==> config.mk <==
export PLATFORM = sky130hd
export DESIGN_NAME = ucc_control
export DESIGN_NICKNAME = d
export VERILOG_FILES = /design/src/rtl/ucc_frame_decode.v /design/src/rtl/ucc_rx_mode_decode.v /design/src/rtl/ucc_control.v
export VERILOG_INCLUDE_DIRS = /design/src /design/src/rtl
export SDC_FILE = /design/constraint.sdc
export NUM_CORES = 1
export LEC_CHECK = 0
export ABC_AREA = 1
export BUFFER_PORTS_ARGS = -buffer_cell sky130_fd_sc_hd__buf_4
export CORE_MARGIN = 2
export CORE_UTILIZATION = 55
export DETAILED_ROUTE_END_ITERATION = 8
export PLACE_DENSITY = 0.92
export SYNTH_ARGS = -nofsm -noshare
export SYNTH_HDL_FRONTEND = slang
export SYNTH_SLANG_ARGS = --single-unit
==> constraint.sdc <==
create_clock -name clock -period 1.9 [get_ports clock]
set_input_delay 0.095 -clock clock [delete_from_list [all_inputs] [get_ports clock]]
set_output_delay 0.095 -clock clock [all_outputs]
set_load 0.005 [all_outputs]
==> src/rtl/ucc_defines.vh <==
// Register offsets, field positions, reset values and encodings of the control block
`ifndef UCC_DEFINES_VH
`define UCC_DEFINES_VH

// ****************************************************************
// Register offsets
// ****************************************************************
`define UCC_ADDR_W        4
`define UCC_OFF_TXLOW     4'h2
`define UCC_OFF_TXHIGH    4'h3
`define UCC_OFF_CTRL_A    4'h5
`define UCC_OFF_CTRL_B    4'h6
`define UCC_OFF_CTRL_C    4'h7

// ****************************************************************
// Reset values
// ****************************************************************
`define UCC_RST_CTRL_A    8'h00
`define UCC_RST_CTRL_B    8'h00
`define UCC_RST_CTRL_C    8'h03
`define UCC_RST_SPI_C     8'h00

// ****************************************************************
// Field positions
// ****************************************************************
`define UCC_A_HALFDUP     0
`define UCC_B_RX_ON       7
`define UCC_B_TX_ON       6
`define UCC_B_SFD         4
`define UCC_B_ODRAIN      3
`define UCC_B_RSPD_HI     2
`define UCC_B_RSPD_LO     1
`define UCC_B_MPROC       0
`define UCC_C_COMM_HI     7
`define UCC_C_COMM_LO     6
`define UCC_C_PAR_HI      5
`define UCC_C_PAR_LO      4
`define UCC_C_STOP        3
`define UCC_C_CHW_HI      2
`define UCC_C_CHW_LO      0
`define UCC_C_ORDER       2
`define UCC_C_PHASE       1

// Writable masks per layout; other bits read zero
`define UCC_MASK_A        8'h01
`define UCC_MASK_B        8'hdf
`define UCC_MASK_SPI      8'hc6

// ****************************************************************
// Encodings
// ****************************************************************
`define UCC_CM_ASYNC      2'h0
`define UCC_CM_SYNC       2'h1
`define UCC_CM_IR         2'h2
`define UCC_CM_SPI        2'h3
`define UCC_RM_NORMAL     2'h0
`define UCC_RM_DOUBLE     2'h1
`define UCC_RM_GENBAUD    2'h2
`define UCC_RM_CONAUTO    2'h3
`define UCC_PAR_OFF       2'h0
`define UCC_PAR_EVEN      2'h2
`define UCC_PAR_ODD       2'h3
`define UCC_CW_9L         3'h6
`define UCC_CW_9H         3'h7
`define UCC_CW_RES4       3'h4
`define UCC_CW_RES5       3'h5
`define UCC_CW_BASE       4'h5
`define UCC_CW_NINE       4'h9
`define UCC_CW_EIGHT      4'h8

`endif

==> src/rtl/ucc_frame_decode.v <==
// Decoder of the frame format fields into settings for the serial engines
`timescale 1ns/1ps
`default_nettype none
`include "ucc_defines.vh"

module ucc_frame_decode (
  input  wire [1:0] comm_mode,
  input  wire [1:0] parity_select,
  input  wire       stop_bit_count,
  input  wire [2:0] char_width,
  output reg        parity_on,
  output reg        parity_odd,
  output reg  [1:0] stop_bits,
  output reg  [3:0] data_bits,
  output reg        nine_bit_low_first
);

  // Async-style framing; host SPI mode ignores these fields
  always @* begin
    parity_on          = 1'b0;
    parity_odd         = 1'b0;
    stop_bits          = 2'd1;
    data_bits          = `UCC_CW_BASE;
    nine_bit_low_first = 1'b0;
    if (comm_mode != `UCC_CM_SPI) begin
      // Reserved parity code behaves as disabled
      parity_on  = (parity_select == `UCC_PAR_EVEN) ||
                   (parity_select == `UCC_PAR_ODD);
      parity_odd = (parity_select == `UCC_PAR_ODD);
      stop_bits  = stop_bit_count ? 2'd2 : 2'd1;
      case (char_width)
        `UCC_CW_9L: begin
          data_bits          = `UCC_CW_NINE;
          nine_bit_low_first = 1'b1;
        end
        `UCC_CW_9H: data_bits = `UCC_CW_NINE;
        // Reserved sizes fall back to eight bits
        `UCC_CW_RES4, `UCC_CW_RES5: data_bits = `UCC_CW_EIGHT;
        default: data_bits = `UCC_CW_BASE + {2'b00, char_width[1:0]};
      endcase
    end
  end

endmodule // ucc_frame_decode
`default_nettype wire

==> src/rtl/ucc_rx_mode_decode.v <==
// Decoder of the receiver speed mode field into one-hot mode strobes
`timescale 1ns/1ps
`default_nettype none
`include "ucc_defines.vh"

module ucc_rx_mode_decode (
  input  wire [1:0] receiver_speed_mode,
  input  wire       rx_enable,
  output wire       double_speed,
  output wire       generic_baud_detect,
  output wire       constrained_baud_detect
);

  // Modes only matter while the receiver runs
  assign double_speed            = rx_enable &&
                                   (receiver_speed_mode == `UCC_RM_DOUBLE);
  assign generic_baud_detect     = rx_enable &&
                                   (receiver_speed_mode == `UCC_RM_GENBAUD);
  assign constrained_baud_detect = rx_enable &&
                                   (receiver_speed_mode == `UCC_RM_CONAUTO);

endmodule // ucc_rx_mode_decode
`default_nettype wire

==> src/rtl/ucc_control.v <==
// Control and configuration registers of the serial transceiver
//
// Decided for this implementation: strobed register access.
`timescale 1ns/1ps
`default_nettype none
`include "ucc_defines.vh"

module ucc_control (
  input  wire                   clock,
  input  wire                   srst,
  input  wire [`UCC_ADDR_W-1:0] addr,
  input  wire [7:0]             wdata,
  input  wire                   wr,
  input  wire                   rd,
  output reg  [7:0]             rdata,
  input  wire                   line_in,
  input  wire                   line_tx_data,
  input  wire                   line_tx_drive,
  output reg                    line_out,
  output reg                    line_oe_n,
  output reg                    line_dir,
  output reg                    rx_active,
  output reg                    tx_active,
  output reg                    rx_line,
  output reg                    frame_start_detect_enable,
  output reg                    multiprocessor_mode,
  output reg                    double_speed,
  output reg                    generic_baud_detect,
  output reg                    constrained_baud_detect,
  output reg  [1:0]             communication_mode_select,
  output reg                    parity_on,
  output reg                    parity_odd,
  output reg  [1:0]             stop_bits,
  output reg  [3:0]             data_bits,
  output reg                    bit_order,
  output reg                    sample_edge_phase,
  output reg                    tx_load,
  output reg  [8:0]             tx_frame
);

  // ****************************************************************
  // Register state
  // ****************************************************************
  reg  [7:0] ctrl_a_q;
  reg  [7:0] ctrl_b_q;
  reg  [7:0] ctrl_c_q;
  reg  [7:0] tx_low_q;
  reg        tx_high_q;
  reg        line_meta_q;
  reg        line_sync_q;

  wire       spi_mode;
  wire       hit_a;
  wire       hit_b;
  wire       hit_c;
  wire       hit_low;
  wire       hit_high;
  wire [1:0] new_comm;
  wire       load_by_high;
  wire       dec_par_on;
  wire       dec_par_odd;
  wire [1:0] dec_stop;
  wire [3:0] dec_bits;
  wire       dec_low_first;
  wire       dec_double;
  wire       dec_gen;
  wire       dec_con;
  reg  [7:0] rd_mux;

  // Address decode
  assign spi_mode  = (ctrl_c_q[`UCC_C_COMM_HI:`UCC_C_COMM_LO] == `UCC_CM_SPI);
  assign hit_a     = (addr == `UCC_OFF_CTRL_A);
  assign hit_b     = (addr == `UCC_OFF_CTRL_B);
  assign hit_c     = (addr == `UCC_OFF_CTRL_C);
  assign hit_low   = (addr == `UCC_OFF_TXLOW);
  assign hit_high  = (addr == `UCC_OFF_TXHIGH);
  assign new_comm  = wdata[`UCC_C_COMM_HI:`UCC_C_COMM_LO];

  // ****************************************************************
  // Register writes
  // ****************************************************************
  // Each control register has its own process so a strobe to one address
  // can never disturb the others
  always @(posedge clock) begin
    if (srst)
      ctrl_a_q <= `UCC_RST_CTRL_A;
    else if (wr && hit_a)
      ctrl_a_q <= wdata & `UCC_MASK_A;
  end

  // Control B; receiver mode in async or infrared is left to software
  always @(posedge clock) begin
    if (srst)
      ctrl_b_q <= `UCC_RST_CTRL_B;
    else if (wr && hit_b)
      ctrl_b_q <= wdata & `UCC_MASK_B;
  end

  // Control C layout follows the mode being written, so fields outside the
  // SPI layout are cleared on every write of SPI mode; other modes take the whole byte
  always @(posedge clock) begin
    if (srst) begin
      ctrl_c_q <= `UCC_RST_CTRL_C;
    end else if (wr && hit_c) begin
      if (new_comm == `UCC_CM_SPI)
        ctrl_c_q <= wdata & `UCC_MASK_SPI;
      else
        ctrl_c_q <= wdata;
    end
  end

  // Data bytes are kept even while the transmitter is off
  always @(posedge clock) begin
    if (srst) begin
      tx_low_q  <= 8'h00;
      tx_high_q <= 1'b0;
    end else begin
      if (wr && hit_low)
        tx_low_q <= wdata;
      if (wr && hit_high)
        tx_high_q <= wdata[0];
    end
  end

  // ****************************************************************
  // Field decoders
  // ****************************************************************
  ucc_frame_decode u_frame (
    .comm_mode          (ctrl_c_q[`UCC_C_COMM_HI:`UCC_C_COMM_LO]),
    .parity_select      (ctrl_c_q[`UCC_C_PAR_HI:`UCC_C_PAR_LO]),
    .stop_bit_count     (ctrl_c_q[`UCC_C_STOP]),
    .char_width         (ctrl_c_q[`UCC_C_CHW_HI:`UCC_C_CHW_LO]),
    .parity_on          (dec_par_on),
    .parity_odd         (dec_par_odd),
    .stop_bits          (dec_stop),
    .data_bits          (dec_bits),
    .nine_bit_low_first (dec_low_first)
  );

  ucc_rx_mode_decode u_receiver_speed_mode (
    .receiver_speed_mode     (ctrl_b_q[`UCC_B_RSPD_HI:`UCC_B_RSPD_LO]),
    .rx_enable               (ctrl_b_q[`UCC_B_RX_ON]),
    .double_speed            (dec_double),
    .generic_baud_detect     (dec_gen),
    .constrained_baud_detect (dec_con)
  );

  // High byte loads the frame only in nine-bit low-first size
  assign load_by_high = dec_low_first;

  // ****************************************************************
  // Read path
  // ****************************************************************
  // Data registers are write-only here; they read as zero
  always @* begin
    case (addr)
      `UCC_OFF_CTRL_A: rd_mux = ctrl_a_q;
      `UCC_OFF_CTRL_B: rd_mux = ctrl_b_q;
      `UCC_OFF_CTRL_C: rd_mux = spi_mode ? (ctrl_c_q & `UCC_MASK_SPI) : ctrl_c_q;
      default:         rd_mux = 8'h00;
    endcase
  end

  // Read data stand only in the cycle after the strobe
  always @(posedge clock) begin
    if (srst)
      rdata <= 8'h00;
    else if (rd)
      rdata <= rd_mux;
    else
      rdata <= 8'h00;
  end

  // ****************************************************************
  // Line input synchroniser
  // ****************************************************************
  // Pin is asynchronous; second stage is the only reader of the first
  always @(posedge clock) begin
    if (srst) begin
      line_meta_q <= 1'b1;
      line_sync_q <= 1'b1;
    end else begin
      line_meta_q <= line_in;
      line_sync_q <= line_meta_q;
    end
  end

  // ****************************************************************
  // Registered outputs: enables and mode copies
  // ****************************************************************
  // Every output comes from a flop, one cycle behind the control state
  always @(posedge clock) begin
    if (srst) begin
      rx_active                 <= 1'b0;
      tx_active                 <= 1'b0;
      frame_start_detect_enable <= 1'b0;
      multiprocessor_mode       <= 1'b0;
      double_speed              <= 1'b0;
      generic_baud_detect       <= 1'b0;
      constrained_baud_detect   <= 1'b0;
    end else begin
      rx_active                 <= ctrl_b_q[`UCC_B_RX_ON];
      tx_active                 <= ctrl_b_q[`UCC_B_TX_ON];
      frame_start_detect_enable <= ctrl_b_q[`UCC_B_SFD];
      multiprocessor_mode       <= ctrl_b_q[`UCC_B_MPROC];
      // Speed strobes are already gated by the receiver enable
      double_speed              <= dec_double;
      generic_baud_detect       <= dec_gen;
      constrained_baud_detect   <= dec_con;
    end
  end

  // ****************************************************************
  // Registered outputs: line pin and half-duplex direction
  // ****************************************************************
  // Open drain only pulls low; push-pull drives both levels
  always @(posedge clock) begin
    if (srst) begin
      line_out  <= 1'b1;
      line_oe_n <= 1'b1;
      line_dir  <= 1'b0;
      rx_line   <= 1'b1;
    end else begin
      // Receiver sees idle-high line while disabled
      rx_line <= ctrl_b_q[`UCC_B_RX_ON] ? line_sync_q : 1'b1;
      if (!ctrl_b_q[`UCC_B_TX_ON]) begin
        line_out  <= 1'b1;
        line_oe_n <= 1'b1;
      end else if (ctrl_b_q[`UCC_B_ODRAIN]) begin
        // A released pin relies on the external pull-up for its high
        line_out  <= 1'b0;
        line_oe_n <= line_tx_data;
      end else begin
        line_out  <= line_tx_data;
        line_oe_n <= 1'b0;
      end
      // Half-duplex direction follows the engine drive request
      line_dir <= ctrl_a_q[`UCC_A_HALFDUP] & ctrl_b_q[`UCC_B_TX_ON] & line_tx_drive;
    end
  end

  // ****************************************************************
  // Registered outputs: frame format
  // ****************************************************************
  // Host SPI mode forces plain eight-bit frames without parity
  always @(posedge clock) begin
    if (srst) begin
      communication_mode_select <= `UCC_CM_ASYNC;
      parity_on                 <= 1'b0;
      parity_odd                <= 1'b0;
      stop_bits                 <= 2'd1;
      data_bits                 <= `UCC_CW_EIGHT;
      bit_order                 <= 1'b0;
      sample_edge_phase         <= 1'b0;
    end else begin
      communication_mode_select <= ctrl_c_q[`UCC_C_COMM_HI:`UCC_C_COMM_LO];
      parity_on                 <= dec_par_on;
      parity_odd                <= dec_par_odd;
      stop_bits                 <= dec_stop;
      data_bits                 <= spi_mode ? `UCC_CW_EIGHT : dec_bits;
      // SPI-only fields read as zero outside host SPI mode
      bit_order                 <= spi_mode & ctrl_c_q[`UCC_C_ORDER];
      sample_edge_phase         <= spi_mode & ctrl_c_q[`UCC_C_PHASE];
    end
  end

  // ****************************************************************
  // Registered outputs: transmit frame load
  // ****************************************************************
  // Frame follows written bytes only, so a read never disturbs it
  always @(posedge clock) begin
    if (srst) begin
      tx_load  <= 1'b0;
      tx_frame <= 9'h000;
    end else begin
      // Strobe from the byte that completes the frame, only while enabled
      tx_load  <= wr && ctrl_b_q[`UCC_B_TX_ON] &&
                  (load_by_high ? hit_high : hit_low);
      tx_frame <= {(wr && hit_high) ? wdata[0] : tx_high_q,
                   (wr && hit_low) ? wdata : tx_low_q};
    end
  end

endmodule // ucc_control
`default_nettype wire

-- Yosys cells after proc, flatten, opt, wreduce, memory -nomap -nowiden
Index checks and enable logic that the tools add are counted.
- register bits after elaboration: 68
- input port bits: 19
- output and inout bits: 41
- logic and storage cells: 87
- add/subtract/negate cells: 1
- eq/ne operators: 17
- multiplexer cells: 13
- bitwise gates (word level): 8
- reductions and logical operators: 19
- operators with widths (kind ; count):
    one-hot mux 8 bit (3 select lines) ; 1
    OR reduction 2 bit ; 7
    == test 2 bit (second input constant) ; 6
    == test 3 bit (second input constant) ; 4
    == test 4 x 3 -> 1 bit (second input constant) ; 3
    2-to-1 mux 6 bit ; 2
    logical AND 1 bit ; 10
    == test 4 x 2 -> 1 bit (second input constant) ; 2
    2-to-1 mux 8 bit ; 1
    one-hot mux 4 bit (2 select lines) ; 1
    2-to-1 mux 1 bit ; 6
    adder 3 x 2 -> 4 bit (first input constant) ; 1
    bitwise AND 1 bit ; 4
    2-to-1 mux 4 bit ; 1
    NOT 1 bit ; 4
    OR reduction 3 bit ; 1
    == test 2 x 1 -> 1 bit (second input constant) ; 1
    2-to-1 mux 2 bit ; 1
    != test 2 bit (second input constant) ; 1
    logical OR 1 bit ; 1

-- Depth between registers and ports, before layout
- word-level depth: 5
- depth in mapped cells: 7

-- Cells and area by module
Synthesis repeated with hierarchy kept, for this count alone.
- cell total of the unflattened synthesis: 304
- area, all modules: 2313.5 um^2
- by module, submodules not included (module ; instances ; cells an instance ; area each (um^2) ; seq. area each (um^2)):
    ucc_control ; 1 ; 270 ; 2138.3 ; 1181.1
    ucc_frame_decode ; 1 ; 28 ; 152.6 ; 0.0
    ucc_rx_mode_decode ; 1 ; 6 ; 22.5 ; 0.0

-- Worst setup path before layout
OpenSTA, ideal clock, no wires.
- kind: register to register
- start point: reg ctrl_c_q[0]
- end point: reg data_bits[3]
- setup time: 0.114 ns
- data arrival time: 1.009 ns
- required time: 1.786 ns
- setup slack: 0.777 ns
- cell stages (with the launch flop): 7
- buffers on the path: 0
- period minus slack after synthesis: 1.123 ns
- cells stage by stage: dfxtp_1 -> inv_1 -> ha_1 -> o21ai_0 -> nand3_1 -> nor2_1 -> inv_1
- word-level cells in the longest chain between the ends: 4
- elaborated cells on any way between the ends: 9
- ends and longest elaborated chain (item ; RTL line ; RTL):
    start, declared ; ucc_control.v:46 ; reg [7:0] ctrl_c_q;
    start signal, assigned ; ucc_control.v:103 ; ctrl_c_q <= `UCC_RST_CTRL_C;
    start signal, assigned ; ucc_control.v:106 ; ctrl_c_q <= wdata & `UCC_MASK_SPI;
    start signal, assigned ; ucc_control.v:108 ; ctrl_c_q <= wdata;
    parallel branches: the longest is 2 deep, another holds adder 3 x 2 -> 4 bit ; - ;
    one-hot mux 4 bit (2 select lines) * ; ucc_frame_decode.v:31 ; case (char_width)
    2-to-1 mux 4 bit * ; ucc_frame_decode.v:25 ; if (comm_mode != `UCC_CM_SPI) begin
    end signal, assigned ; ucc_control.v:252 ; data_bits <= `UCC_CW_EIGHT;
    end signal, assigned ; ucc_control.v:260 ; data_bits <= spi_mode ? `UCC_CW_EIGHT : dec_bits;
    end, declared ; ucc_control.v:34 ; output reg [3:0] data_bits,
Mark *: on every way between the ends.
A chain may end at the register's enable or synchronous reset.

-- Final worst setup path
- start point: reg ctrl_c_q[1]
- end point: reg data_bits[3]
The elaborated chain is that of the path after synthesis.

==> reports/metrics.yaml <==
worst_setup_path:
  cp-startpoint: "ctrl_c_q[1]$_SDFFE_PP1P_"
  end_kind: "flop"
  cp_slowest_cell: "dfxtp_1"
  cpMostUsedCell: "inv_1"
  critPathRequiredTime_ns: 2.13
  criticalPathCategory: "flop to flop"
  cp_data_arrival_time_ns: 1.55
  cp-start-kind: "flop"
  slowest_delay_ns: 0.40
  crit_fanout: 5
  timing.rr.end: "data_bits[3]$_SDFF_PP1_"
  r2r-start: "ctrl_c_q[1]$_SDFFE_PP1P_"
  rrSetupSlack_ns: 0.59
  crit_chain: "inv_1 -> ha_1 -> o21ai_0 -> nand3_1 -> nor2_1 -> inv_1"
  worst_r2r_path_depth: 6
die:
  die_x_um: 66.5
  row_count: 22
  dieArea_mm2: 0.00442
  start_util_pct: 57.8
  coreArea_mm2: 0.00372
  io_pins: 60
  die_h_um: 66.5
clocking:
  clockBufferDepth: 2
  cts_buffers: 9
  insertion_delay_ns: 0.33
  ctsHoldBuffers: 1
  cts_resized: 0
  path_clk_slew_ns: 0.06
  tritoncts: "done"
  clkSinkCount: 59
  cts_setup_buffers: 0
  htreeDepth: 3
  cts_root_buf: "clkbuf_8"
sta:
  rsz0062_at_grt: "false"
  setup_viol: 0
  tns_ns: 0
  fin_crit_sh_pct: 69.2
  finalClockSkew_ns: 0.00468
  fin_crit_ns: 1.31
  hold_viol: 0
  maxSlewHeadroom_pct: 72.7
  fmax_mhz: 761
  drv_slew: 0
  worstMarginPinSlew_ns: 0.408
cells_and_area:
  syn2layout_area_growth_pct: 30.0
  fillers: 273
  final_area_mm2: 0.00279
  drive_gt1_share_pct: 25.0
  multiInputGateArea_um2: 797
  final_cell_mix: "buf_4, dfxtp_1, nand2_1"
  num-nets-final: 355
  num_antenna_cells: 0
  register_area_mm2: 0.00118
  final_common_cell: "buf_4"
drt:
  num_vias: 1946
  dr.pass1.iters: 4
  routed_via_density: 5.07
  post-route-drc-count: 0
  detail_route.wl_per_cell_um: 12.6
  drtIter0Drc: 177
  antenna_left: 0
  wl_um: 4820
synthesis:
  synth_area_leader_cell: "dfxtp_1"
  avgSynthCellArea_um2: 8.04
  synth_warnings: 0
  synth_cells: 267
  synth_area_mm2: 0.00215
  synth_top_cells_by_area: "dfxtp_1, nand2_1, nor2_1"
  ys_ff_latch: 59
  synth_cell_type_count: 21
  synthDominantCellAreaShare_pct: 55.0
  syn_nets: 290
  ys_seq_area_share_pct: 55.0
worst_hold_path:
  whs_endpoint: "line_dir$_SDFF_PP0_"
  hold_depth: 2
  hold_class: "input port to flop"
  worstHoldStart: "line_tx_drive"
run_status:
  status: "complete, no violations"
global_routing:
  overflow: 0
  track_usage_pct: 24.5
  grt_pass1_wl_um: 7840
  antenna_found_initial: 0
  grt_pass1_vias: 1756
  grt_start_max_net_pins: 24
flow_run:
  max_cap_viol_count: 0
placement:
  place_area_mm2: 0.00262
  numPortBuffers: 59
  dpl.hpwl_um: 3450
  place_congestion: 0.861
pwr:
  power.density_mw_per_mm2: 839
  ir_worst_vdd_uv: 487
  leakagePower_uw: 0.00133
## per-stage QoR
stage	cells	total power, uW	setup slack, ns	util (%)	hold WS, ns
2_1_floorplan	267	1360	0.777	-	0.178
3_3_place_gp	368	1420	0.717	70.5	0.281
3_5_place_dp	368	1430	0.582	70.5	0.282
4_1_cts	384	2360	0.578	75.1	0.00406
5_1_grt	384	2440	0.512	75.1	0.0150
6_report	384	2340	0.585	75.1	0.0116
## final cells by class
class | count | area share [%]
inverters | 31 | 4.17
clock inverters | 3 | 0.538
multi-input cells | 168 | 28.6
repair buffers | 63 | 17.0
clock buffers | 12 | 5.20
well taps | 48 | 2.15
flip-flops and latches | 59 | 42.3
## metal layers
metal,GRT usage [%],part of all wire [%],up-vias,wire length (um)
li1,-,-,978,-
met1,29.1,43,875,2050
met2,38.5,48,80,2300
met3,9.12,7.2,13,348
met4,12.8,2.5,0,121
met5,0,0,-,0
## cells in the mapped netlist, drive strengths merged
library cell,number
dfxtp,59
nand2,59
nor2,39
inv,31
nand3,18
a21oi,15
nand4,10
o21ai,10
nor3,8
buf,6
ha,4
clkbuf,3
or2,3
and2,1
and3,1
## report_power, final
part | leakage (uW) | switching, uW | internal [uW]
Sequential | 0.000477 | 8.23 | 1250
Combinational | 0.000763 | 84.8 | 58.5
Clock | 0.0000860 | 441 | 494
## state kept, by name, summed over array words and instances (netlist names), 2 cells and up
signal / count
tx_low_q: 7
ctrl_c_q: 8
ctrl_b_q: 7
stop_bits: 2
data_bits: 4
communication_mode_select: 2
rdata: 8
## cells by family after synthesis
| group | count (synthesis) | synth area share [%] |
|---|---|---|
| buffers and inverters | 40 | 7.87 |
| AND/OR/NAND/NOR | 139 | 29.0 |
| AO/OA/AOI/OAI | 25 | 5.83 |
| adder cells (fa/ha/maj) | 4 | 2.33 |
| flip-flops | 59 | 55.0 |
## worst max-delay path, delay by kind of cell (launching register included)
family | cells | cell delay, ns
flops | 1 | 0.40
fa+ha+maj | 1 | 0.20
simple gates | 2 | 0.25
compound gates | 1 | 0.19
buf+inv | 2 | 0.18
## worst max path at each step
stage	to	cells past startpoint
floorplan	data_bits[3]$_SDFF_PP1_	6
global placement	data_bits[3]$_SDFF_PP1_	6
detailed placement	data_bits[3]$_SDFF_PP1_	6
CTS	data_bits[3]$_SDFF_PP1_	6
global route	data_bits[3]$_SDFF_PP1_	6
finish	data_bits[3]$_SDFF_PP1_	6
Power figures use the tool's default switching activity.
